<file path="config.mk">
export PLATFORM = sky130hd
export DESIGN_NAME = cob_config_bank
export DESIGN_NICKNAME = d
export VERILOG_FILES = /design/src/logic/cob_pkg.sv /design/src/logic/cob_config_bank.sv
export VERILOG_INCLUDE_DIRS = /design/src /design/src/logic
export SDC_FILE = /design/constraint.sdc
export NUM_CORES = 1
export LEC_CHECK = 0
export ABC_AREA = 1
export BUFFER_PORTS_ARGS = -buffer_cell sky130_fd_sc_hd__buf_2
export CORE_ASPECT_RATIO = 0.7
export CORE_MARGIN = 5
export CORE_UTILIZATION = 38
export DETAILED_ROUTE_END_ITERATION = 8
export HOLD_SLACK_MARGIN = 0.05
export PLACE_DENSITY = 0.88
export RECOVER_POWER = 50
export SYNTH_ARGS = -nofsm -noshare
export SYNTH_HDL_FRONTEND = slang
export SYNTH_SLANG_ARGS = --single-unit
</file>
<file path="constraint.sdc">
create_clock -name clk -period 1.1 [get_ports clk]
set_clock_uncertainty 0.05 [all_clocks]
set_input_delay 0.055 -clock clk [delete_from_list [all_inputs] [get_ports clk]]
set_output_delay 0.055 -clock clk [all_outputs]
set_load 0.005 [all_outputs]
</file>
<file path="src/logic/cob_params.svh">
// Offsets, field positions and counts of the option bank
// Assumes byte addresses on a 32-bit APB, one word per register
`ifndef COB_PARAMS_SVH
`define COB_PARAMS_SVH
`define COB_OFF_CLK2     8'h00
`define COB_OFF_PIN3     8'h04
`define COB_OFF_CORE     8'h08
`define COB_OFF_STAT     8'h0c
`define COB_MASK_CLK2    8'h7f
`define COB_MASK_PIN3    8'h7f
`define COB_MASK_CORE    8'h03
`define COB_RST_VAL      8'h00
`define COB_B2_GENSTOP   0
`define COB_B2_SSPUOFF   1
`define COB_B2_TBPRE     2
`define COB_B2_EXTCLK    3
`define COB_B2_XTAL      4
`define COB_B2_SLOW      5
`define COB_B2_BAUDSRC   6
`define COB_B3_SPI_PIN_SELECT    0
`define COB_B3_UARTSEL   1
`define COB_B3_PORTSLW   2
`define COB_B3_MCLKSLW   3
`define COB_B3_SPISLW    4
`define COB_B3_UARTSLW   5
`define COB_B3_RNG       6
`define COB_BC_STOPEN    0
`define COB_BC_WDOFF     1
`define COB_STAB_LONG    13'h1000
`define COB_STAB_SHORT   13'h0010
`endif

</file>
<file path="src/logic/cob_pkg.sv">
// Types of the chip option bank
// Assumes nothing beyond the params header
package cob_pkg;
    typedef enum logic [1:0] {
        COB_AMP_HIGH,
        COB_AMP_MID,
        COB_AMP_LOW,
        COB_AMP_RSVD
    } cob_amp_t;

    typedef struct packed {
        logic        psel;
        logic        penable;
        logic        pwrite;
        logic [7:0]  paddr;
        logic [31:0] pwdata;
        logic [3:0]  pstrb;
    } cob_apb_req_t;

    typedef struct packed {
        logic [31:0] prdata;
        logic        pready;
        logic        pslverr;
    } cob_apb_rsp_t;

    typedef struct packed {
        logic        stop_enable;
        logic        watchdog_enable;
        logic        uart_clk_is_bus;
        logic        ext_osc_enable;
        logic        crystal_mode;
        logic        clock_in_pin_osc;
        logic        crystal_out_pin_osc;
        logic        mon_expect_crystal;
        logic        mon_expect_slow;
        logic [12:0] stab_count;
        cob_amp_t    amp_range;
        logic        slow_crystal;
        logic        timebase_extra_prescale;
        logic        gen_in_stop;
        logic        ss_pullup_en;
        logic        uart_tx_slew;
        logic        spi_out_slew;
        logic        master_clock_slew;
        logic        port_slew;
        logic [7:0]  porta_alt;
        logic [7:0]  portb_alt;
        logic [7:0]  portc_alt;
        logic [7:0]  porte_alt;
    } cob_opt_t;

    typedef struct packed {
        logic [7:0]  clk2;
        logic [7:0]  pin3;
        logic [7:0]  core;
        logic [2:0]  lock;
        logic [31:0] rdata;
        logic        err;
        cob_opt_t    opt;
    } cob_state_t;
endpackage

</file>
<file path="src/logic/cob_config_bank.sv">
// Write-once chip option bank on APB with decoded option outputs
// Assumes a synchronous high reset and a zero-wait APB master
`timescale 1ns/100ps
`include "cob_params.svh"

module cob_config_bank (
    input  wire logic              clk,
    input  wire logic              rst,
    input  wire cob_pkg::cob_apb_req_t apb_req,
    output cob_pkg::cob_apb_rsp_t  apb_rsp,
    input  wire logic              stop_opcode_seen,
    input  wire logic              stop_mode,
    output cob_pkg::cob_opt_t      opt,
    output logic                   stop_illegal,
    output logic                   clocks_held_low
);
    import cob_pkg::*;

    ////////////////////////////////////////////////////////////////////
    // Option decode

    function automatic cob_opt_t decode_opts(
        input logic [7:0] clk2,
        input logic [7:0] pin3,
        input logic [7:0] core
    );
        cob_opt_t    o;
        logic        ext;
        logic        xtal;
        logic        slow;
        logic        rng;
        logic        usel;
        logic        ssel;
        o    = '0;
        ext  = clk2[`COB_B2_EXTCLK];
        xtal = clk2[`COB_B2_XTAL];
        slow = clk2[`COB_B2_SLOW];
        rng  = pin3[`COB_B3_RNG];
        usel = pin3[`COB_B3_UARTSEL];
        ssel = pin3[`COB_B3_SPI_PIN_SELECT];

        o.stop_enable     = core[`COB_BC_STOPEN];
        o.watchdog_enable = ~core[`COB_BC_WDOFF];
        o.uart_clk_is_bus = clk2[`COB_B2_BAUDSRC];

        o.ext_osc_enable      = ext;
        o.crystal_mode        = ext & xtal;
        o.clock_in_pin_osc    = ext;
        o.crystal_out_pin_osc = ext & xtal;

        o.mon_expect_crystal = xtal;
        if (xtal) begin
            o.stab_count = `COB_STAB_LONG;
        end else begin
            o.stab_count = `COB_STAB_SHORT;
        end

        o.slow_crystal    = slow;
        o.mon_expect_slow = slow;
        case ({slow, rng})
            2'b00: begin
                o.amp_range = COB_AMP_HIGH;
            end
            2'b01: begin
                o.amp_range = COB_AMP_MID;
            end
            2'b10: begin
                o.amp_range = COB_AMP_LOW;
            end
            default: begin
                o.amp_range = COB_AMP_RSVD;
            end
        endcase

        o.timebase_extra_prescale = clk2[`COB_B2_TBPRE];
        o.gen_in_stop             = clk2[`COB_B2_GENSTOP];
        o.ss_pullup_en            = ~clk2[`COB_B2_SSPUOFF];

        o.uart_tx_slew      = pin3[`COB_B3_UARTSLW];
        o.spi_out_slew      = pin3[`COB_B3_SPISLW];
        o.master_clock_slew = pin3[`COB_B3_MCLKSLW];
        o.port_slew         = pin3[`COB_B3_PORTSLW];

        // Oscillator pins on port C
        o.portc_alt[4] = ext;
        o.portc_alt[3] = ext & xtal;

        // Serial port transmit and receive
        if (usel) begin
            o.porta_alt[2] = 1'b1;
            o.porta_alt[3] = 1'b1;
        end else begin
            o.porte_alt[0] = 1'b1;
            o.porte_alt[1] = 1'b1;
        end

        // SPI data, clock and slave select
        if (ssel) begin
            o.portb_alt[3] = 1'b1;
            o.portb_alt[4] = 1'b1;
            o.portb_alt[5] = 1'b1;
            o.portc_alt[2] = 1'b1;
        end else begin
            o.portc_alt[0] = 1'b1;
            o.portc_alt[1] = 1'b1;
            o.porta_alt[5] = 1'b1;
            o.porta_alt[6] = 1'b1;
        end
        return o;
    endfunction

    localparam cob_opt_t OPT_RST = decode_opts(
        `COB_RST_VAL,
        `COB_RST_VAL,
        `COB_RST_VAL
    );

    ////////////////////////////////////////////////////////////////////
    // State

    cob_state_t s_r;
    cob_state_t s_nxt;

    logic       setup_ph;
    logic       wr_acc;
    logic       wr_lane;
    logic       hit_clk2;
    logic       hit_pin3;
    logic       hit_core;
    logic       hit_stat;
    logic       mapped;

    assign setup_ph = apb_req.psel & ~apb_req.penable;
    assign wr_acc   = apb_req.psel & apb_req.penable & apb_req.pwrite;
    assign wr_lane  = apb_req.pstrb[0];
    assign hit_clk2 = apb_req.paddr == `COB_OFF_CLK2;
    assign hit_pin3 = apb_req.paddr == `COB_OFF_PIN3;
    assign hit_core = apb_req.paddr == `COB_OFF_CORE;
    assign hit_stat = apb_req.paddr == `COB_OFF_STAT;
    assign mapped   = hit_clk2 | hit_pin3 | hit_core | hit_stat;

    ////////////////////////////////////////////////////////////////////
    // Per-register write decode

    logic [2:0] reg_hit;
    logic [2:0] reg_take;
    logic [7:0] reg_mask [3];
    logic [7:0] wr_byte;

    assign wr_byte     = apb_req.pwdata[7:0];
    assign reg_hit[0]  = hit_clk2;
    assign reg_hit[1]  = hit_pin3;
    assign reg_hit[2]  = hit_core;
    assign reg_mask[0] = `COB_MASK_CLK2;
    assign reg_mask[1] = `COB_MASK_PIN3;
    assign reg_mask[2] = `COB_MASK_CORE;

    genvar g;
    generate
        for (g = 0; g < 3; g++) begin : g_take
            // First write after reset only
            assign reg_take[g] = wr_acc & wr_lane & reg_hit[g] & ~s_r.lock[g];
        end
    endgenerate

    ////////////////////////////////////////////////////////////////////
    // Next state

    always_comb begin
        s_nxt = s_r;

        // Read data and error captured in the setup cycle
        if (setup_ph) begin
            s_nxt.rdata = '0;
            s_nxt.err   = ~mapped;
            if (hit_clk2) begin
                s_nxt.rdata[7:0] = s_r.clk2;
            end
            if (hit_pin3) begin
                s_nxt.rdata[7:0] = s_r.pin3;
            end
            if (hit_core) begin
                s_nxt.rdata[7:0] = s_r.core;
            end
            if (hit_stat) begin
                s_nxt.rdata[2:0] = s_r.lock;
                s_nxt.rdata[5:4] = s_r.opt.amp_range;
            end
        end

        // First write to each register latches it, later ones are dropped
        if (reg_take[0]) begin
            s_nxt.clk2    = wr_byte & reg_mask[0];
            s_nxt.lock[0] = 1'b1;
        end
        if (reg_take[1]) begin
            s_nxt.pin3    = wr_byte & reg_mask[1];
            s_nxt.lock[1] = 1'b1;
        end
        if (reg_take[2]) begin
            s_nxt.core    = wr_byte & reg_mask[2];
            s_nxt.lock[2] = 1'b1;
        end

        // Slow crystal pins the range bit low
        if (s_nxt.clk2[`COB_B2_SLOW]) begin
            s_nxt.pin3[`COB_B3_RNG] = 1'b0;
        end

        s_nxt.opt = decode_opts(s_nxt.clk2, s_nxt.pin3, s_nxt.core);
    end

    ////////////////////////////////////////////////////////////////////
    // Registers

    always_ff @(posedge clk) begin
        if (rst) begin
            s_r.clk2  <= `COB_RST_VAL;
            s_r.pin3  <= `COB_RST_VAL;
            s_r.core  <= `COB_RST_VAL;
            s_r.lock  <= '0;
            s_r.rdata <= '0;
            s_r.err   <= 1'b0;
            s_r.opt   <= OPT_RST;
        end else begin
            s_r <= s_nxt;
        end
    end

    ////////////////////////////////////////////////////////////////////
    // Outputs

    assign apb_rsp.prdata  = s_r.rdata;
    assign apb_rsp.pready  = 1'b1;
    assign apb_rsp.pslverr = s_r.err & apb_req.psel & apb_req.penable;

    assign opt             = s_r.opt;
    assign stop_illegal    = stop_opcode_seen & ~s_r.opt.stop_enable;
    assign clocks_held_low = stop_mode & ~s_r.opt.gen_in_stop;

endmodule

</file>
==> flow_results.xml <==
<?xml version="1.0" encoding="UTF-8"?>
<metrics>
  <group name="status">
    <metric name="run_status" unit="">complete, no violations</metric>
  </group>
  <group name="timing">
    <metric name="final_critical_path_setup_slack" unit="ps">40.8</metric>
    <metric name="finalSetupViolCount" unit="">0</metric>
    <metric name="finalMaxSlewViolations" unit="">0</metric>
    <metric name="finalWorstPathRequiredPeriod" unit="ps">1060</metric>
    <metric name="hold_slack" unit="ps">113</metric>
    <metric name="final_setup_tns" unit="ps">0</metric>
    <metric name="timing.final.crit_share" unit="%">96.3</metric>
    <metric name="rsz_0062_raised_after_global_routing" unit="">true</metric>
    <metric name="fmax" unit="MHz">944</metric>
    <metric name="hold_violations" unit="">0</metric>
  </group>
  <group name="power_and_ir_drop">
    <metric name="power.total" unit="mW">2.32</metric>
    <metric name="power_per_cell_area" unit="mW/mm2">987</metric>
    <metric name="worst_ir_drop_vdd" unit="mV">0.400</metric>
    <metric name="p_leak" unit="nW">1.17</metric>
  </group>
  <group name="global_route">
    <metric name="grt_pass1_wl" unit="um">7010</metric>
    <metric name="grt_overflow" unit="">0</metric>
    <metric name="grt_start_max_net_pins" unit="">17</metric>
    <metric name="antenna_found_initial" unit="">0</metric>
    <metric name="grt_usage" unit="%">12.4</metric>
    <metric name="vias_in_the_first_global_route" unit="">1561</metric>
  </group>
  <group name="place">
    <metric name="detailed_place.area" unit="mm2">0.00219</metric>
    <metric name="placed_wire_length_estimate_after_detailed_placement" unit="um">3920</metric>
    <metric name="dp_worst_setup_slack" unit="ps">-135</metric>
    <metric name="buffer_ports.inserted" unit="">67</metric>
    <metric name="gpl_wtd_cong" unit="">0.858</metric>
    <metric name="place.detailed.instances" unit="">409</metric>
  </group>
  <group name="setup_path">
    <metric name="ordered_cell_list_for_the_critical_path" unit="">inv_2, nand3_4, or2_1, nand3_2, nor2_1</metric>
    <metric name="timing.critical_path.arrival" unit="ps">1190</metric>
    <metric name="crit_path_max_fanout" unit="">6</metric>
    <metric name="critical_path_launch_point_type" unit="">register</metric>
    <metric name="cpPeakStageDelay" unit="ps">320</metric>
    <metric name="wp_data_required" unit="ps">1230</metric>
    <metric name="critPathTopFamily" unit="">simple AND/OR/NAND/NOR gates</metric>
    <metric name="setup.worst_path.class" unit="">register to register</metric>
    <metric name="critical_path.n_buffers_inverters" unit="">1</metric>
    <metric name="critical_path.slowest_cell" unit="">dfxtp_2</metric>
    <metric name="timing.critical_path.to_type" unit="">register</metric>
  </group>
  <group name="final_layout">
    <metric name="nNetsFinal" unit="">401</metric>
    <metric name="proportion_of_layout_cells_with_a_drive_suffix_above_1" unit="%">27.4</metric>
    <metric name="syn2layout_area_growth" unit="%">7.13</metric>
    <metric name="num-fill-cells" unit="">579</metric>
    <metric name="insertedDiodeCount" unit="">0</metric>
    <metric name="finalInstanceArea" unit="mm2">0.00235</metric>
    <metric name="utilization" unit="%">41.4</metric>
    <metric name="fin_cells" unit="">426</metric>
  </group>
  <group name="synthesis">
    <metric name="area_share_of_the_leading_cell_type_in_the_synthesized_netlist" unit="%">33.2</metric>
    <metric name="sequential_element_share_of_the_synthesized_area" unit="%">30.1</metric>
    <metric name="synthCells" unit="">300</metric>
    <metric name="avgSynthCellArea" unit="um2">7.31</metric>
    <metric name="synth.top_cells.by_count" unit="">buf_4 (97), nand2_1 (53), dfxtp_1 (33)</metric>
    <metric name="post-synth-top-count-cell" unit="">buf_4</metric>
    <metric name="yosys_register_bits" unit="">33</metric>
    <metric name="yosysTopAreaCell" unit="">buf_4</metric>
    <metric name="number_of_synthesized_flops_with_an_enable_pin" unit="">0</metric>
    <metric name="synthesis.area" unit="mm2">0.00219</metric>
    <metric name="synth_ff_type" unit="">dfxtp_1</metric>
    <metric name="synthesis.yosys.warnings" unit="">0</metric>
    <metric name="async_reset_ff_share" unit="%">0</metric>
    <metric name="largest_cells_by_area_after_synthesis" unit="">buf_4 (33%), dfxtp_1 (30%), nand2_1 (9.1%)</metric>
    <metric name="synth.lib_cells_used.distinct" unit="">24</metric>
  </group>
  <group name="drt">
    <metric name="initialDrtViolationCount" unit="">107</metric>
    <metric name="routed_wire_length_per_instance" unit="um">11.4</metric>
    <metric name="route.vias.total" unit="">1718</metric>
    <metric name="post-route-drc-count" unit="">0</metric>
    <metric name="wl" unit="um">4870</metric>
    <metric name="dr.pass1.iters" unit="">4</metric>
    <metric name="detail_route.vias_per_cell" unit="">4.03</metric>
    <metric name="remaining_antenna_violation_count_after_routing" unit="">0</metric>
  </group>
  <group name="die">
    <metric name="pin_count" unit="">151</metric>
    <metric name="die_w" unit="um">101</metric>
    <metric name="floorplan.initialDensity" unit="%">38.7</metric>
    <metric name="die_h" unit="um">73.5</metric>
    <metric name="floorplan.rows" unit="">23</metric>
    <metric name="die_area" unit="mm2">0.00741</metric>
    <metric name="core_area" unit="mm2">0.00567</metric>
  </group>
  <group name="clocking">
    <metric name="tritoncts.num_buffers" unit="">5</metric>
    <metric name="clk_pin_slew" unit="ps">70</metric>
    <metric name="tritoncts" unit="">built</metric>
    <metric name="htree_num_levels" unit="">2</metric>
    <metric name="clock_insertion_delay_worst_skew" unit="ps">290</metric>
    <metric name="clk_sinks" unit="">33</metric>
    <metric name="max-clock-path-buffers" unit="">2</metric>
    <metric name="cts.root.buffer_cell" unit="">clkbuf_8</metric>
  </group>
  <group name="hold_path">
    <metric name="min-delay-path-class" unit="">input pin to register</metric>
  </group>
  <group name="run">
    <metric name="max_cap_violations" unit="">0</metric>
  </group>
</metrics>
layout by cell type (no fill, tap or decap):
cell           Yosys  layout
buf_4             97      16
nor2_4             3       3
clkinv_1           1       1
buf_2              1      49
clkbuf_1           2      19
clkbuf_8           0       5
o21ai_0            8       7
clkinv_2           0       2
dlygate4sd3_1      0       7
buf_12             0       1
nand2_2            2       2
a21oi_1           21      21
inv_2              1       3
nand3_4            1       2
nand2_1           53      53
nor2_2             5       5
dfxtp_1           33      31
inv_1             29      27
nor2_1            19      19
dfxtp_2            0       2
clkinv_4           1       1
o21ai_2            1       1
a31oi_1            3       3
conb_1             2      55
nand3_1            7       7
or2_0              3       2
o21ai_1            1       2
nand3_2            5       4
or2_1              0       1
worst paths after layout:
kind	startpoint	end	slack, ps	cells past startpoint
hold reg to reg	s_r[64]	s_r[64]	420	2
setup reg to reg	s_r[97]	opt[11]	40	5
hold / removal	rst	apb_rsp[2]	110	3
setup / recovery	s_r[97]	opt[11]	40	5
where the power goes:
part           internal, mW  switching [mW]  leakage [nW]
clock network         0.438           0.440        0.0450
registers              1.20         0.00392         0.268
logic                0.0871           0.144         0.856
cell families (layout without fill, tap and decap cells):
| family | Yosys count | after routing | synth area share [%] |
|---|---|---|---|
| AND/OR/NAND/NOR | 98 | 98 | 21.4 |
| flip-flops | 33 | 33 | 30.1 |
| other | 2 | 55 | 0.343 |
| buffers and inverters | 133 | 131 | 40.0 |
| AO/OA/AOI/OAI | 34 | 34 | 8.11 |
metal layers:
| layer | vias to the layer above | share of wire (%) | global-route usage [%] |
|---|---|---|---|
| met3 | 8 | 11 | 4.08 |
| met4 | 0 | 1.5 | 4.93 |
| li1 | 866 | - | - |
| met2 | 84 | 48 | 20.4 |
| met5 | - | 0 | 0 |
| met1 | 760 | 40 | 14.9 |
worst register-to-register path: stages (launching register included):
cell     delay [ps]
dfxtp_2         320
inv_2            80
nand3_4         110
or2_1           270
nand3_2          90
nor2_1           40
final cells by class:
cell class	instances	area (um2)	share of cell area [%]
clock inverter	2	10.0	0.426
clock buffer	6	72.6	3.09
tap	75	93.8	4.00
sequential	33	663	28.2
multi-input combinational	187	861	36.7
timing repair buffer	91	523	22.3
inverter	32	125	5.33
what timing repair did:
| action | CTS | global route |
|---|---|---|
| hold endpoints to repair | 12 | 0 |
| buffers inserted | 0 | 2 |
| gates resized for setup | 1 | 6 |
| endpoints found under the setup margin | 2 | 8 |
| hold buffers | 7 | 0 |
| pin swaps | 0 | 3 |
(Power assumes the default switching activity.)
